`src/pwt_pkg.sv`:
```
package pwt_pkg;
   typedef enum logic [1:0] {
      PWT_MODE_RAW  = 2'd0,
      PWT_MODE_PASS = 2'd1,
      PWT_MODE_TAG  = 2'd2
   } pwt_mode_t;

   localparam logic [7:0]  PWT_A_CTRL    = 8'h00;
   localparam logic [7:0]  PWT_A_STATUS  = 8'h04;
   localparam logic [7:0]  PWT_A_LABEL   = 8'h08;
   localparam logic [7:0]  PWT_A_FILL    = 8'h0c;
   localparam logic [7:0]  PWT_A_TXCNT   = 8'h10;
   localparam logic [7:0]  PWT_A_RXCNT   = 8'h14;

   localparam int          PWT_C_MODE    = 0;
   localparam int          PWT_C_CW      = 2;
   localparam int          PWT_C_SEQ     = 3;
   localparam int          PWT_C_STATS   = 4;
   localparam int          PWT_C_ROUTE   = 5;
   localparam int          PWT_C_SIG     = 6;
   localparam int          PWT_C_L3      = 7;
   localparam int          PWT_S_OPER    = 0;
   localparam int          PWT_S_REFUSE  = 1;
   localparam int          PWT_S_ACUP    = 2;
   localparam int          PWT_S_TDN     = 8;
   localparam int          PWT_S_SEQ     = 16;

   localparam logic [31:0] PWT_CTRL_RST  = 32'h0000_0004;
   localparam logic [31:0] PWT_LABEL_RST = 32'h0000_0100;
   localparam logic [15:0] PWT_FILL_RST  = 16'h0001;
   localparam logic [15:0] PWT_TPID      = 16'h8100;
   localparam logic [3:0]  PWT_CW_NIB    = 4'h0;
   localparam logic [11:0] PWT_CW_RSVD   = 12'h000;
   localparam logic [15:0] PWT_SEQ_OFF   = 16'h0000;
   localparam logic [15:0] PWT_SEQ_FIRST = 16'h0001;
   localparam logic [4:0]  PWT_TAG_POS   = 5'd12;
   localparam logic [4:0]  PWT_TAG_END   = 5'd15;
   localparam logic [1:0]  PWT_HDR_LAST  = 2'd3;
   localparam int          PWT_BOS_BIT   = 0;
   localparam logic [1:0]  PWT_BOS_BYTE  = 2'd2;
   localparam logic [1:0]  PWT_EP_UNTAG  = 2'd0;
   localparam logic [1:0]  PWT_EP_DUAL   = 2'd2;
endpackage

```
`src/pwt_stat_ctr.sv`:
```
`timescale 1ns/1ps
`default_nettype none
module pwt_stat_ctr
   import pwt_pkg::*;
#(
   parameter int W = 32
) (
   input  wire logic         mclk,
   input  wire logic         srst,
   input  wire logic         en,
   input  wire logic         clr,
   input  wire logic         inc,
   output logic      [W-1:0] count_q
);
   // Counting gated by en, the statistics enable bit of this pseudowire's control register
   always_ff @(posedge mclk) begin
      if (srst || clr) begin
         count_q <= '0;
      end else if (en && inc) begin
         count_q <= count_q + 1'b1;
      end
   end
endmodule
`default_nettype wire

```
`src/pwt_decap.sv`:
```
`timescale 1ns/1ps
`default_nettype none
module pwt_decap
   import pwt_pkg::*;
(
   input  wire logic       mclk,
   input  wire logic       srst,
   input  wire logic       oper,
   input  wire logic       cw_en,
   input  wire logic [7:0] in_data,
   input  wire logic       in_valid,
   input  wire logic       in_sop,
   input  wire logic       in_eop,
   output logic            in_ready,
   output logic      [7:0] out_data_q,
   output logic            out_valid_q,
   output logic            out_sop_q,
   output logic            out_eop_q,
   input  wire logic       out_ready,
   output logic            frame_q
);
   typedef enum {DC_IDLE, DC_LBL, DC_CW, DC_BODY, DC_DROP} pwt_dc_t;
   pwt_dc_t    st_q;
   logic [1:0] idx_q;
   logic       first_q;
   logic       take;

   assign in_ready = !out_valid_q || out_ready;
   assign take     = in_valid && in_ready;

   always_ff @(posedge mclk) begin
      if (srst) begin
         st_q    <= DC_IDLE;
         idx_q   <= '0;
         first_q <= 1'b0;
      end else if (take) begin
         idx_q <= idx_q + 1'b1;
         case (st_q)
            DC_IDLE: begin
               idx_q <= 2'd1;
               if (in_sop && !in_eop) begin
                  st_q <= oper ? DC_LBL : DC_DROP;
               end
            end
            DC_LBL: begin
               // Label stack removed; last label marked by its bottom bit
               if (idx_q == PWT_BOS_BYTE && in_data[PWT_BOS_BIT]) begin
                  st_q <= DC_CW;
               end else if (idx_q == PWT_HDR_LAST && st_q == DC_CW) begin
                  st_q <= DC_CW;
               end
               if (idx_q == PWT_HDR_LAST && first_q) begin
                  st_q    <= cw_en ? DC_CW : DC_BODY;
                  first_q <= 1'b0;
                  idx_q   <= '0;
               end
               if (idx_q == PWT_BOS_BYTE && in_data[PWT_BOS_BIT]) begin
                  first_q <= 1'b1;
                  st_q    <= DC_LBL;
               end
            end
            DC_CW: begin
               // Control word discarded unread
               if (idx_q == PWT_HDR_LAST) begin
                  st_q <= DC_BODY;
               end
            end
            DC_BODY, DC_DROP: begin
               if (in_eop) begin
                  st_q <= DC_IDLE;
               end
            end
            default: st_q <= DC_IDLE;
         endcase
      end
   end

   // Payload and its VLAN tags delivered untouched
   always_ff @(posedge mclk) begin
      if (srst) begin
         out_valid_q <= 1'b0;
         out_data_q  <= '0;
         out_sop_q   <= 1'b0;
         out_eop_q   <= 1'b0;
         frame_q     <= 1'b0;
      end else begin
         frame_q <= 1'b0;
         if (in_ready) begin
            out_valid_q <= take && st_q == DC_BODY;
            out_data_q  <= in_data;
            out_eop_q   <= in_eop;
            out_sop_q   <= st_q == DC_BODY && !out_valid_q && idx_q == 2'd0;
            frame_q     <= take && st_q == DC_BODY && in_eop;
         end
      end
   end
endmodule
`default_nettype wire

```
`src/pwt_top.sv`:
```
`timescale 1ns/1ps
`default_nettype none
module pwt_top
   import pwt_pkg::*;
(
   input  wire logic        mclk,
   input  wire logic        srst,
   input  wire logic        wb_cyc_i,
   input  wire logic        wb_stb_i,
   input  wire logic        wb_we_i,
   input  wire logic [7:0]  wb_adr_i,
   input  wire logic [3:0]  wb_sel_i,
   input  wire logic [31:0] wb_dat_i,
   output logic      [31:0] wb_dat_o,
   output logic             wb_ack_o,
   input  wire logic        ac_up,
   input  wire logic        stats_res_grant,
   input  wire logic [7:0]  ac_rx_data,
   input  wire logic        ac_rx_valid,
   input  wire logic        ac_rx_sop,
   input  wire logic        ac_rx_eop,
   input  wire logic [1:0]  ac_rx_tags,
   output logic             ac_rx_ready_q,
   output logic      [7:0]  pw_tx_data_q,
   output logic             pw_tx_valid_q,
   output logic             pw_tx_sop_q,
   output logic             pw_tx_eop_q,
   input  wire logic        pw_tx_ready,
   input  wire logic [7:0]  pw_rx_data,
   input  wire logic        pw_rx_valid,
   input  wire logic        pw_rx_sop,
   input  wire logic        pw_rx_eop,
   output logic             pw_rx_ready_q,
   output logic      [7:0]  ac_tx_data_q,
   output logic             ac_tx_valid_q,
   output logic             ac_tx_sop_q,
   output logic             ac_tx_eop_q,
   input  wire logic        ac_tx_ready,
   output logic             pw_oper_q,
   output logic             pw_teardown_q
);
   typedef enum {EN_IDLE, EN_LBL, EN_CW, EN_BODY, EN_INS, EN_DROP} pwt_en_t;

   logic [31:0] ctrl_q, label_q, rd_d, tx_cnt, rx_cnt;
   logic [15:0] fill_q, seq_q;
   logic [7:0]  tdn_q;
   logic        refuse_q, fire, wr, ac_up_q, res_q, rx_frame, tx_frame_q;
   logic        dc_ready;
   pwt_mode_t   mode, new_mode;
   logic [31:0] ctrl_w, fill_w;

   function automatic logic [31:0] pwt_merge(input logic [31:0] old, input logic [31:0] nw,
                                             input logic [3:0] sel);
      logic [31:0] r;
      r = old;
      for (int i = 0; i < 4; i++) begin
         if (sel[i]) begin
            r[8*i +: 8] = nw[8*i +: 8];
         end
      end
      return r;
   endfunction

   assign mode     = pwt_mode_t'(ctrl_q[PWT_C_MODE +: 2]);
   assign fire     = wb_cyc_i && wb_stb_i && !wb_ack_o;
   assign wr       = fire && wb_we_i;
   assign ctrl_w   = pwt_merge(ctrl_q, wb_dat_i, wb_sel_i);
   assign new_mode = pwt_mode_t'(ctrl_w[PWT_C_MODE +: 2]);
   assign fill_w   = pwt_merge({16'h0000, fill_q}, wb_dat_i, wb_sel_i);

   // Bus answer one cycle after the request; unmapped reads zero
   always_ff @(posedge mclk) begin
      if (srst) begin
         wb_ack_o <= 1'b0;
         wb_dat_o <= '0;
      end else begin
         wb_ack_o <= fire;
         wb_dat_o <= rd_d;
      end
   end

   always_comb begin
      case (wb_adr_i)
         PWT_A_CTRL:   rd_d = ctrl_q;
         PWT_A_STATUS: rd_d = {seq_q, tdn_q, 5'd0, ac_up_q, refuse_q, pw_oper_q};
         PWT_A_LABEL:  rd_d = label_q;
         PWT_A_FILL:   rd_d = {16'h0000, fill_q};
         PWT_A_TXCNT:  rd_d = tx_cnt;
         PWT_A_RXCNT:  rd_d = rx_cnt;
         default:      rd_d = '0;
      endcase
   end

   always_ff @(posedge mclk) begin
      if (srst) begin
         label_q <= PWT_LABEL_RST;
         fill_q  <= PWT_FILL_RST;
      end else if (wr && wb_adr_i == PWT_A_LABEL) begin
         label_q <= pwt_merge(label_q, wb_dat_i, wb_sel_i);
      end else if (wr && wb_adr_i == PWT_A_FILL) begin
         fill_q <= fill_w[15:0];
      end
   end

   // Control register with mode-change policing
   always_ff @(posedge mclk) begin
      if (srst) begin
         ctrl_q        <= PWT_CTRL_RST;
         refuse_q      <= 1'b0;
         tdn_q         <= '0;
         pw_teardown_q <= 1'b0;
      end else begin
         pw_teardown_q <= 1'b0;
         if (wr && wb_adr_i == PWT_A_STATUS && wb_sel_i[0] && wb_dat_i[PWT_S_REFUSE]) begin
            refuse_q <= 1'b0;
         end
         if (wr && wb_adr_i == PWT_A_CTRL) begin
            if (new_mode == PWT_MODE_RAW && mode != PWT_MODE_RAW && ctrl_w[PWT_C_ROUTE]) begin
               refuse_q <= 1'b1;
               ctrl_q   <= {ctrl_w[31:2], ctrl_q[1:0]};
            end else begin
               ctrl_q <= ctrl_w;
               if (new_mode != mode && !((new_mode == PWT_MODE_RAW && mode == PWT_MODE_PASS) ||
                                         (new_mode == PWT_MODE_PASS && mode == PWT_MODE_RAW))) begin
                  ctrl_q[PWT_C_SIG] <= 1'b0;
                  pw_teardown_q     <= 1'b1;
                  tdn_q             <= tdn_q + 1'b1;
               end
            end
         end
      end
   end

   always_ff @(posedge mclk) begin
      if (srst) begin
         ac_up_q   <= 1'b0;
         res_q     <= 1'b0;
         pw_oper_q <= 1'b0;
      end else begin
         ac_up_q   <= ac_up;
         res_q     <= stats_res_grant;
         pw_oper_q <= ctrl_q[PWT_C_SIG] && ctrl_q[PWT_C_L3] && ac_up_q
                      && (!ctrl_q[PWT_C_STATS] || res_q);
      end
   end

   // Ingress encapsulator
   pwt_en_t     st_q;
   pwt_mode_t   fmode_q;
   logic [1:0]  tags_q, idx_q;
   logic [4:0]  pos_q;
   logic        ins_done_q, adv, take, strip, need_ins;
   logic [31:0] cw, hdr;

   assign adv      = !pw_tx_valid_q || pw_tx_ready;
   assign cw       = {PWT_CW_NIB, PWT_CW_RSVD, seq_q};
   assign hdr      = st_q == EN_CW ? cw : (st_q == EN_INS ? {PWT_TPID, fill_q} : label_q);
   assign strip    = pos_q >= PWT_TAG_POS && pos_q <= PWT_TAG_END &&
                     ((fmode_q == PWT_MODE_RAW && tags_q != PWT_EP_UNTAG) ||
                      (fmode_q == PWT_MODE_TAG && tags_q == PWT_EP_DUAL));
   assign need_ins = fmode_q == PWT_MODE_TAG && tags_q == PWT_EP_UNTAG &&
                     pos_q == PWT_TAG_POS && !ins_done_q;
   assign take     = adv && ac_rx_valid && !ac_rx_ready_q && ((st_q == EN_BODY && !need_ins) || st_q == EN_DROP ||
                     (st_q == EN_IDLE && !ac_rx_sop));

   always_ff @(posedge mclk) begin
      if (srst) begin
         ac_rx_ready_q <= 1'b0;
      end else begin
         ac_rx_ready_q <= take;
      end
   end

   always_ff @(posedge mclk) begin
      if (srst) begin
         st_q       <= EN_IDLE;
         fmode_q    <= PWT_MODE_RAW;
         tags_q     <= '0;
         idx_q      <= '0;
         pos_q      <= '0;
         ins_done_q <= 1'b0;
      end else if (adv) begin
         case (st_q)
            EN_IDLE: begin
               if (ac_rx_valid && ac_rx_sop) begin
                  fmode_q    <= mode;
                  tags_q     <= ac_rx_tags;
                  idx_q      <= '0;
                  pos_q      <= '0;
                  ins_done_q <= 1'b0;
                  st_q       <= pw_oper_q ? EN_LBL : EN_DROP;
               end
            end
            EN_LBL: begin
               idx_q <= idx_q + 1'b1;
               if (idx_q == PWT_HDR_LAST) begin
                  st_q <= ctrl_q[PWT_C_CW] ? EN_CW : EN_BODY;
               end
            end
            EN_CW, EN_INS: begin
               idx_q <= idx_q + 1'b1;
               if (idx_q == PWT_HDR_LAST) begin
                  st_q <= EN_BODY;
               end
            end
            EN_BODY: begin
               if (need_ins) begin
                  st_q       <= EN_INS;
                  ins_done_q <= 1'b1;
               end else if (take) begin
                  if (pos_q != 5'h1f) begin
                     pos_q <= pos_q + 1'b1;
                  end
                  if (ac_rx_eop) begin
                     st_q <= EN_IDLE;
                  end
               end
            end
            EN_DROP: begin
               if (take && ac_rx_eop) begin
                  st_q <= EN_IDLE;
               end
            end
            default: st_q <= EN_IDLE;
         endcase
      end
   end

   // Sequence number advances per frame and skips zero while sequencing (the SEQ control bit) is on
   always_ff @(posedge mclk) begin
      if (srst) begin
         seq_q <= PWT_SEQ_OFF;
      end else if (!ctrl_q[PWT_C_SEQ]) begin
         seq_q <= PWT_SEQ_OFF;
      end else if (seq_q == PWT_SEQ_OFF) begin
         seq_q <= PWT_SEQ_FIRST;
      end else if (tx_frame_q) begin
         seq_q <= (seq_q == 16'hffff) ? PWT_SEQ_FIRST : seq_q + 1'b1;
      end
   end

   always_ff @(posedge mclk) begin
      if (srst) begin
         pw_tx_valid_q <= 1'b0;
         pw_tx_data_q  <= '0;
         pw_tx_sop_q   <= 1'b0;
         pw_tx_eop_q   <= 1'b0;
         tx_frame_q    <= 1'b0;
      end else begin
         tx_frame_q <= 1'b0;
         if (adv) begin
            pw_tx_sop_q <= 1'b0;
            pw_tx_eop_q <= 1'b0;
            case (st_q)
               EN_LBL, EN_CW, EN_INS: begin
                  pw_tx_valid_q <= 1'b1;
                  pw_tx_data_q  <= hdr[8*(3-idx_q) +: 8];
                  pw_tx_sop_q   <= st_q == EN_LBL && idx_q == 2'd0;
               end
               EN_BODY: begin
                  // Bytes pass as received unless a tag is being removed
                  pw_tx_valid_q <= take && !strip;
                  pw_tx_data_q  <= ac_rx_data;
                  pw_tx_eop_q   <= take && ac_rx_eop;
                  tx_frame_q    <= take && ac_rx_eop;
               end
               default: pw_tx_valid_q <= 1'b0;
            endcase
         end
      end
   end

   pwt_decap u_decap (
      .mclk        (mclk),
      .srst        (srst),
      .oper        (pw_oper_q),
      .cw_en       (ctrl_q[PWT_C_CW]),
      .in_data     (pw_rx_data),
      .in_valid    (pw_rx_valid),
      .in_sop      (pw_rx_sop),
      .in_eop      (pw_rx_eop),
      .in_ready    (dc_ready),
      .out_data_q  (ac_tx_data_q),
      .out_valid_q (ac_tx_valid_q),
      .out_sop_q   (ac_tx_sop_q),
      .out_eop_q   (ac_tx_eop_q),
      .out_ready   (ac_tx_ready),
      .frame_q     (rx_frame)
   );

   always_ff @(posedge mclk) begin
      if (srst) begin
         pw_rx_ready_q <= 1'b0;
      end else begin
         pw_rx_ready_q <= dc_ready;
      end
   end

   pwt_stat_ctr #(.W(32)) u_txcnt (
      .mclk    (mclk),
      .srst    (srst),
      .en      (ctrl_q[PWT_C_STATS]),
      .clr     (wr && wb_adr_i == PWT_A_TXCNT),
      .inc     (tx_frame_q),
      .count_q (tx_cnt)
   );

   pwt_stat_ctr #(.W(32)) u_rxcnt (
      .mclk    (mclk),
      .srst    (srst),
      .en      (ctrl_q[PWT_C_STATS]),
      .clr     (wr && wb_adr_i == PWT_A_RXCNT),
      .inc     (rx_frame),
      .count_q (rx_cnt)
   );
endmodule
`default_nettype wire

```
`config.mk`:
```
export PLATFORM = sky130hd
export DESIGN_NAME = pwt_top
export DESIGN_NICKNAME = d
export VERILOG_FILES = /design/src/pwt_pkg.sv /design/src/pwt_stat_ctr.sv /design/src/pwt_decap.sv /design/src/pwt_top.sv
export SDC_FILE = /design/constraint.sdc
export NUM_CORES = 1
export LEC_CHECK = 0
export ABC_AREA = 1
export BUFFER_PORTS_ARGS = -buffer_cell sky130_fd_sc_hd__buf_2
export CORE_ASPECT_RATIO = 1.5
export CORE_UTILIZATION = 40
export DETAILED_ROUTE_END_ITERATION = 7
export SLEW_MARGIN = 20
export SYNTH_ARGS = -nofsm -noshare
export SYNTH_HDL_FRONTEND = slang
export SYNTH_SLANG_ARGS = --single-unit
```
`constraint.sdc`:
```
create_clock -name mclk -period 2.15 [get_ports mclk]
set_input_delay 0.215 -clock mclk [delete_from_list [all_inputs] [get_ports mclk]]
set_output_delay 0.215 -clock mclk [all_outputs]
set_load 0.05 [all_outputs]
```
Word-level counts from Yosys, hierarchy flattened
Cells that the tools add are included.
{"block": "totals", "input_bits": 77, "mem_bits_rw": 0, "mem_count": 0, "mem_bits_ro": 0, "ff_bits": 311, "latchBits": 0}
{"block": "classes", "reduce_logical": 108, "bitwise": 6, "n_div": 0, "multipliers": 0, "n_mux": 52, "n_eq_ne": 46, "n_addsub": 8, "shift": 1, "order_cmp": 2}
{"cell": "$mux 32", "count": 15}
{"cell": "$eq 32x3->1 const B", "count": 7}
{"cell": "$pmux 32 s6", "count": 1}
{"cell": "$eq 32x2->1 const B", "count": 5}
{"cell": "$pmux 32 s5", "count": 1}
{"cell": "$pmux 32 s4", "count": 1}
{"cell": "$logic_not 32->1", "count": 3}
{"cell": "$add 32x1->32 const B", "count": 2}
{"cell": "$eq 32x1->1 const B", "count": 2}
{"cell": "$eq 32x4->1 const B", "count": 2}
{"cell": "$logic_and 1x1->1", "count": 46}
{"cell": "$shiftx 32x33->8", "count": 1}
{"cell": "$mux 8", "count": 4}
{"cell": "$mux 5", "count": 4}
{"cell": "$ne 2x2->1 const B", "count": 9}
{"cell": "$reduce_and 3->1", "count": 6}
{"cell": "$add 16x1->16 const B", "count": 1}
{"cell": "$eq 16x16->1 const B", "count": 1}
{"cell": "$eq 8x4->1 const B", "count": 2}
{"cell": "$eq 8x5->1 const B", "count": 2}
{"cell": "$logic_not 16->1", "count": 1}
{"cell": "$mux 16", "count": 1}
{"cell": "$pmux 8 s2", "count": 1}
{"cell": "$mux 1", "count": 14}
{"cell": "34 further kinds", "count": 91}

Logic depth before layout (Yosys ltp)
Gate-level depths: netlist of run 1.
{"block": "depth", "word_depth": 12, "ltp_mapped": 13, "depth_no_buf": 13}

Modules after synthesis
Synthesis of run 1 repeated with hierarchy kept, for this count alone.
{"block": "hier_totals", "hier_cells": 1893, "area_unflattened_um2": 12677.2}
{"mod": "pwt_top", "cells_each": 1237, "n_inst": 1, "seq_area_each_um2": 3423.3, "area_per_inst_um2": 8438.1}
{"mod": "pwt_stat_ctr", "cells_each": 265, "n_inst": 2, "seq_area_each_um2": 640.6, "area_per_inst_um2": 1685.4}
{"mod": "pwt_decap", "cells_each": 126, "n_inst": 1, "seq_area_each_um2": 360.3, "area_per_inst_um2": 868.3}

Least setup slack after synthesis of run 1
No wires, ideal clock.
{"block": "synth_path", "kind": "flip-flop to flip-flop", "startpoint": "reg wb_ack_o", "endpoint": "reg ctrl_q[14]", "path_stages_with_launch": 10, "arrival_time_ns": 1.764, "setup_slack_ns": 0.316, "path_buffers": 1, "path_cell_list": "dfxtp_1 > inv_1 > nand4_2 > inv_1 > nand3_1 > inv_2 > nand2_1 > clkbuf_1 > o21ai_0 > a21oi_1"}
{"block": "synth_via", "elab_chain_len": 4}
{"element": "start: declaration", "line_no": "pwt_top.sv:15", "text": "output logic wb_ack_o,"}
{"element": "start signal: assignment", "line_no": "pwt_top.sv:77", "text": "wb_ack_o <= fire;"}
{"element": "$logic_not 1->1", "line_no": "pwt_top.sv:65", "text": "assign fire = wb_cyc_i && wb_stb_i && !wb_ack_o;"}
{"element": "$logic_and 1x1->1", "line_no": "pwt_top.sv:65"}
{"element": "$logic_and 1x1->1", "line_no": "pwt_top.sv:66", "text": "assign wr = fire && wb_we_i;"}
{"element": "$logic_and 1x1->1", "line_no": "pwt_top.sv:117", "text": "if (wr && wb_adr_i == PWT_A_CTRL) begin"}
{"element": "end signal: assignment", "line_no": "pwt_top.sv:120", "text": "ctrl_q <= {ctrl_w[31:2], ctrl_q[1:0]};"}
{"element": "end signal: assignment", "line_no": "pwt_top.sv:122", "text": "ctrl_q <= ctrl_w;"}
{"element": "end: declaration", "line_no": "pwt_top.sv:44", "text": "logic [31:0] ctrl_q, label_q, rd_d, tx_cnt, rx_cnt;"}
Every way passes these cells.
A chain may end at the register's enable or synchronous reset.

Final worst setup path of run 1
{"block": "layout_path", "startpoint": "reg st_q[1]", "endpoint": "reg pw_tx_eop_q"}
{"block": "layout_via", "elab_chain_len": 7}
{"element": "start: declaration", "line_no": "pwt_top.sv:148", "text": "pwt_en_t st_q;"}
{"element": "start signal: assignment", "line_no": "pwt_top.sv:191", "text": "st_q <= pw_oper_q ? EN_LBL : EN_DROP;"}
{"element": "start signal: assignment", "line_no": "pwt_top.sv:197", "text": "st_q <= ctrl_q[PWT_C_CW] ? EN_CW : EN_BODY;"}
{"element": "$eq 32x3->1", "line_no": "pwt_top.sv:163", "text": "assign take = adv && ac_rx_valid && !ac_rx_ready_q && ((st_q == EN_BODY && !need_ins) || st_q == EN_DROP ||"}
{"element": "$logic_and 1x1->1", "line_no": "pwt_top.sv:163"}
{"element": "$logic_or 1x1->1 (2 in series)", "line_no": "pwt_top.sv:163"}
{"element": "$logic_and 1x1->1", "line_no": "pwt_top.sv:163"}
{"element": "$logic_and 1x1->1", "line_no": "pwt_top.sv:264", "text": "pw_tx_eop_q <= take && ac_rx_eop;"}
{"element": "$mux 1 *", "line_no": "pwt_top.sv:254", "text": "case (st_q)"}
{"element": "end signal: assignment", "line_no": "pwt_top.sv:264"}
{"element": "end: declaration", "line_no": "pwt_top.sv:27", "text": "output logic pw_tx_eop_q,"}
Every way passes the cells marked *; elsewhere a longest branch is shown, timed or not.

==> results.py, run 1 <==
metrics = {
    "run_status": {
        "status": "complete, no violations",
    },
    "worst_setup_path": {
        "r2r-start": "st_q[1]",
        "arrival_ps": 2470,
        "worstPathMaxFanout": 13,
        "startpoint_type": "flop",
        "critPathCaptureType": "flop",
        "cp-startpoint": "st_q[1]",
        "critPathKind": "reg2reg",
        "cp_data_required_time_ps": 2620,
        "slowest_stage": "dlygate4sd3_1",
        "max_stage_delay_ps": 540,
        "path_cells": "inv_1 > nor3_4 > inv_2 > nor3_1 > nand4_1 > nand2_1 > dlygate4sd3_1",
    },
    "power": {
        "p_per_area_mw_per_mm2": 794.7,
        "leakage_nw": 5.849,
        "peakVddDrop_v": 0.0006323,
    },
    "cts": {
        "ctsRootBufferMaster": "clkbuf_16",
        "cts_buffer_depth": 3,
        "clk_pin_slew_ps": 60,
        "clkSinkCount": 253,
        "cts-buffers-inserted": 25,
        "htree_levels": 1,
        "clkLatencyLatePin_ps": 530,
        "cts_tree": "yes",
        "postCtsSetupBuffers": 0,
    },
    "routing": {
        "num_vias": 12480,
        "firstDrtPassIters": 7,
        "drc": 0,
        "via_per_inst": 5.256,
        "postRouteAntennaNets": 0,
        "finalWirelength_um": 40910,
        "drt_iter0_drc": 1066,
        "wire_per_inst_um": 17.23,
    },
    "global_routing": {
        "grt_max_degree": 33,
        "overflow": 0,
        "grt_pass1_vias": 11780,
        "grt_pass1_wl_um": 63850,
        "antenna_found_initial": 1,
        "grt_usage_pct": 25.66,
    },
    "sta": {
        "maxSlewViolCount": 0,
        "holdWs_ps": 14.07,
        "fin_worst_skew_ps": 10.75,
        "tightest_slew_ps": 577.3,
        "fin_setup_tns_ps": 0,
        "maxClockFrequency_mhz": 501.6,
        "period_needed_ps": 1994,
        "finalCritPeriodShare_pct": 92.73,
        "max_slew_margin_pct": 61.37,
        "setup_violations": 0,
        "finalHoldViolCount": 0,
        "rsz0062_at_grt": "false",
    },
    "layout": {
        "syn_to_final_growth_pct": 21.10,
        "insertedDiodeCount": 0,
        "drive_gt1_share_pct": 14.33,
        "mostFrequentLayoutCell": "nand2_1",
        "finalNetCount": 2049,
        "final_util_pct": 49.46,
        "final_cell_mix": "311 x nand2_1, 253 x dfxtp_1, 233 x inv_1",
        "postLayoutCellArea_mm2": 0.01501,
    },
    "logic_synthesis": {
        "syn-num-nets": 1862,
        "syn-instance-count": 1771,
        "synth_top_cell_by_area": "dfxtp_1",
        "synthTopCellsByArea": "dfxtp_1 41%, nand2_1 9.4%, a21oi_1 7.2%, inv_1 7.1%, o21ai_0 6.2%",
        "syn_area_per_cell_um2": 7.000,
        "yosysWarnings": 0,
        "synth_cell_types": 53,
        "ys_seq_area_share_pct": 40.86,
        "mappedNetlistArea_mm2": 0.01240,
        "ys_ff_latch": 253,
        "synth_top_area_share_pct": 40.86,
    },
    "floorplanning": {
        "rows": 78,
        "dieArea_mm2": 0.03171,
        "fp.coreArea_mm2": 0.03035,
        "chipWidth_um": 145.7,
        "dieHeight_um": 217.6,
        "start_util_pct": 40.84,
        "io_pins": 136,
    },
    "place": {
        "gp_congestion": 0.9521,
        "hpwl_um": 31380,
        "postPlaceCellArea_mm2": 0.01365,
        "portBuffers": 135,
    },
    "worst_hold_path": {
        "hold_class": "in2reg",
        "hold_start": "wb_dat_i[31]",
    },
    "job": {
        "max-cap-violations": 0,
    },
}
-- cells by family after synthesis --
logic type / count (synthesis) / share of synthesized area [%]
AOI/OAI and AO/OA: 424 / 18.44
xor gates and xnor gates: 46 / 3.250
adders and majority gates: 14 / 1.413
buffers and inverters: 306 / 9.528
DFF: 253 / 40.86
and+or+nand+nor: 728 / 26.51
-- power by group --
part,internal (mW),switching [mW],total (mW)
Clock,2.78,1.90,4.68
Sequential,4.85,0.127,4.97
Combinational,0.705,1.57,2.28
Total,8.33,3.60,11.9
-- worst max-delay path, delay by kind of cell (launching register included) --
kind | cells | cell delay (ps)
buffers and inverters | 3 | 860
DFF | 1 | 400
and+or+nand+nor | 4 | 680
-- per-stage QoR --
step	setup WS (ps)	instances	total power [mW]
6_report	156.3	2375	11.93
5_1_grt	16.74	2375	12.51
4_1_cts	150.2	2375	12.03
3_5_place_dp	149.6	2281	7.260
3_3_place_gp	139.5	2281	7.238
2_1_floorplan	315.7	1771	6.666
-- final timing paths --
path                            cells past startpoint           to  slack [ps]
worst max-delay path                                7  pw_tx_eop_q         160
worst min-delay path                                3  label_q[31]          10
worst max register to register                      7  pw_tx_eop_q         160
worst min register to register                      1     wb_ack_o         450
-- flip-flops by register name, indices dropped and copies added, names as in the netlist, 2 cells and up --
register and cells:
u_txcnt.count_q 32, st_q 3, fill_q 16, u_decap.idx_q 2, label_q 32, wb_dat_o 32, tdn_q 8, u_decap.st_q 3
fmode_q 2, ctrl_q 32, u_rxcnt.count_q 32, u_decap.out_data_q 8, tags_q 2, pos_q 5, seq_q 16, pw_tx_data_q 8
idx_q 2
-- what timing repair did --
action | in CTS | in global routing
endpoints found under the hold margin | 73 | 0
gates resized for setup | 0 | 1
hold buffers | 50 | 0
endpoints found under the setup margin | 0 | 1
-- routing by layer --
layer	GRT usage, %	routed length (um)
met2	46.06	20220
met5	0	10
met3	2.803	2027
met1	30.21	16790
met4	12.60	1864
-- final cells by class --
| class | count | area [um2] |
|---|---|---|
| Inverter | 247 | 933.4 |
| Tap cell | 400 | 500.5 |
| Timing Repair Buffer | 219 | 1494 |
| Sequential cell | 253 | 5065 |
| Multi-Input combinational cell | 1212 | 6155 |
| Clock inverter | 12 | 163.9 |
| Clock buffer | 32 | 701.9 |
| Fill cell | 3009 | 15340 |
-- cell usage after synthesis (all sizes together) --
cell,instances
o2111ai,2
a31oi,4
inv,244
a211oi,9
ha,14
and3,3
buf,19
nor2,212
or2,11
a21boi,2
nor3b,5
o21a,1
nand2,322
nand4,24
o211ai,5
nor4,2
nor3,65
clkinv,3
o311ai,2
or4,1
clkbuf,40
xor2,46
a21oi,180
o21ai,159
and2,1
dfxtp,253
o31a,3
o221ai,2
nand3,81
o22ai,53
nand3b,1
o21bai,1
o31ai,1
No activity file was read; power rests on OpenSTA's default activity.
==> inputs of run 2 (changes only) <==
--- a/config.mk
+++ b/config.mk
@@ -6,8 +6,10 @@
 export NUM_CORES = 1
 export LEC_CHECK = 0
 export ABC_AREA = 1
+export ABC_CLOCK_PERIOD_IN_PS = 2550
 export BUFFER_PORTS_ARGS = -buffer_cell sky130_fd_sc_hd__buf_2
 export CORE_ASPECT_RATIO = 1.5
+export CORE_MARGIN = 4
 export CORE_UTILIZATION = 40
 export DETAILED_ROUTE_END_ITERATION = 7
 export SLEW_MARGIN = 20
==> constraint.sdc (replaced) <==
create_clock -name mclk -period 2.55 [get_ports mclk]
set_input_delay 0.255 -clock mclk [delete_from_list [all_inputs] [get_ports mclk]]
set_output_delay 0.255 -clock mclk [all_outputs]
set_load 0.05 [all_outputs]
==> results.py, run 2 (synthesized netlist as in run 1, its figures left out) <==
metrics = {
    "routing": {
        "drt_iter0_drc": 887,
        "num_vias": 12280,
        "wire_per_inst_um": 17.84,
        "postRouteAntennaNets": 0,
        "via_per_inst": 5.261,
        "drc": 0,
        "finalWirelength_um": 41640,
        "firstDrtPassIters": 6,
    },
    "power": {
        "power_mw": 10.11,
        "peakVddDrop_v": 0.0005257,
        "p_per_area_mw_per_mm2": 693.6,
        "leakage_nw": 5.631,
    },
    "layout": {
        "syn_to_final_growth_pct": 17.63,
        "fillCellCount": 3115,
        "postLayoutCellArea_mm2": 0.01458,
        "drive_gt1_share_pct": 14.12,
        "finalNetCount": 2007,
        "mostFrequentLayoutCell": "nand2_1",
        "final_cell_count_no_fill": 2334,
        "insertedDiodeCount": 0,
        "final_util_pct": 47.89,
        "final_cell_mix": "311 x nand2_1, 253 x dfxtp_1, 233 x inv_1",
    },
    "cts": {
        "clkSinkCount": 253,
        "clkLatencyLatePin_ps": 550,
        "cts_buffer_depth": 3,
        "cts_tree": "yes",
        "postCtsHoldBufs": 19,
        "clk_pin_slew_ps": 60,
        "cts-buffers-inserted": 26,
        "postCtsSetupBuffers": 0,
        "htree_levels": 1,
        "cts_resized": 0,
        "ctsRootBufferMaster": "clkbuf_16",
    },
    "floorplanning": {
        "fp.coreArea_mm2": 0.03045,
        "rows": 78,
        "dieArea_mm2": 0.03393,
        "chipWidth_um": 151.7,
        "io_pins": 136,
        "dieHeight_um": 223.6,
        "start_util_pct": 40.71,
    },
    "worst_hold_path": {
        "hold_class": "in2reg",
    },
    "sta": {
        "finalCritPeriodShare_pct": 84.14,
        "rsz0062_at_grt": "false",
        "finalHoldViolCount": 0,
        "max_slew_margin_pct": 56.03,
        "maxClockFrequency_mhz": 466.1,
        "holdWs_ps": 15.92,
        "fin_setup_tns_ps": 0,
        "maxSlewViolCount": 0,
        "fin_worst_skew_ps": 10.49,
        "setup_ws_ps": 404.3,
        "setup_violations": 0,
        "period_needed_ps": 2146,
        "tightest_slew_ps": 652.6,
    },
    "worst_setup_path": {
        "critPathKind": "reg2reg",
        "arrival_ps": 2560,
        "rr_worst_depth": 8,
        "max_stage_delay_ps": 350,
        "critPathCaptureType": "flop",
        "reg2reg_to": "ctrl_q[31]",
        "cp_data_required_time_ps": 2960,
        "slowest_stage": "nand2_1",
        "cp-startpoint": "wb_ack_o",
        "cp_common_cell": "inv_1",
        "worstPathMaxFanout": 16,
        "reg2reg_slack_ps": 400,
        "worstSetupEndpoint": "ctrl_q[31]",
        "r2r-start": "wb_ack_o",
        "startpoint_type": "flop",
        "path_cells": "inv_1 > nand4_2 > inv_1 > nand3_1 > inv_2 > nand2_1 > o21ai_0 > a21oi_1",
    },
    "place": {
        "portBuffers": 135,
        "hpwl_um": 32320,
        "gp_congestion": 0.9439,
        "postPlaceCellArea_mm2": 0.01351,
        "dp.cells": 2269,
        "dpl_worst_slack_ps": 374.4,
    },
    "global_routing": {
        "grt_pass1_vias": 12030,
        "overflow": 0,
        "grt_pass1_wl_um": 64580,
        "antenna_found_initial": 0,
        "grt_usage_pct": 24.12,
        "grt_max_degree": 50,
    },
    "run_status": {
        "status": "complete, no violations",
    },
    "job": {
        "max-cap-violations": 0,
    },
}
[run 2: worst min path at each step]
stage | start | endpoint | slack (ps) | cells after the start
3_3_place_gp | wb_ack_o | wb_ack_o | 420 | 1
4_1_cts | ac_rx_data[7] | pw_tx_data_q[7] | 2 | 3
3_5_place_dp | ctrl_q[17] | ctrl_q[17] | 440 | 2
5_1_grt | wb_dat_i[29] | ctrl_q[29] | 20 | 3
6_report | ac_rx_data[7] | pw_tx_data_q[7] | 20 | 3
2_1_floorplan | pw_rx_data[0] | u_decap.out_data_q[0] | 360 | 2
[run 2: worst max-delay path, delay by kind of cell, from the launching register on]
kind	cells	cell delay [ps]
flops	1	320
buf+inv	3	570
compound gates	2	350
simple gates	3	770
[run 2: area by class of cell]
class	instances	area [um2]	area share (%)
flip-flops and latches	253	5065	34.73
inverters	247	933.4	6.401
clock inverters	13	147.6	1.012
clock buffers	33	738.2	5.062
well taps	400	500.5	3.432
multi-input cells	1212	6155	42.21
repair buffers	176	1044	7.156
[run 2: routing by layer]
layer	GRT usage (%)	vias up	wire, um
met5	0	-	0
met4	10.62	0	1979
met3	3.218	102	2205
met2	42.46	382	20830
met1	29.01	5697	16630
li1	-	6098	-
[run 2: power breakdown]
group / internal, mW / switching [mW]
combinational: 0.564 / 1.34
clock: 2.34 / 1.68
sequential: 4.09 / 0.102
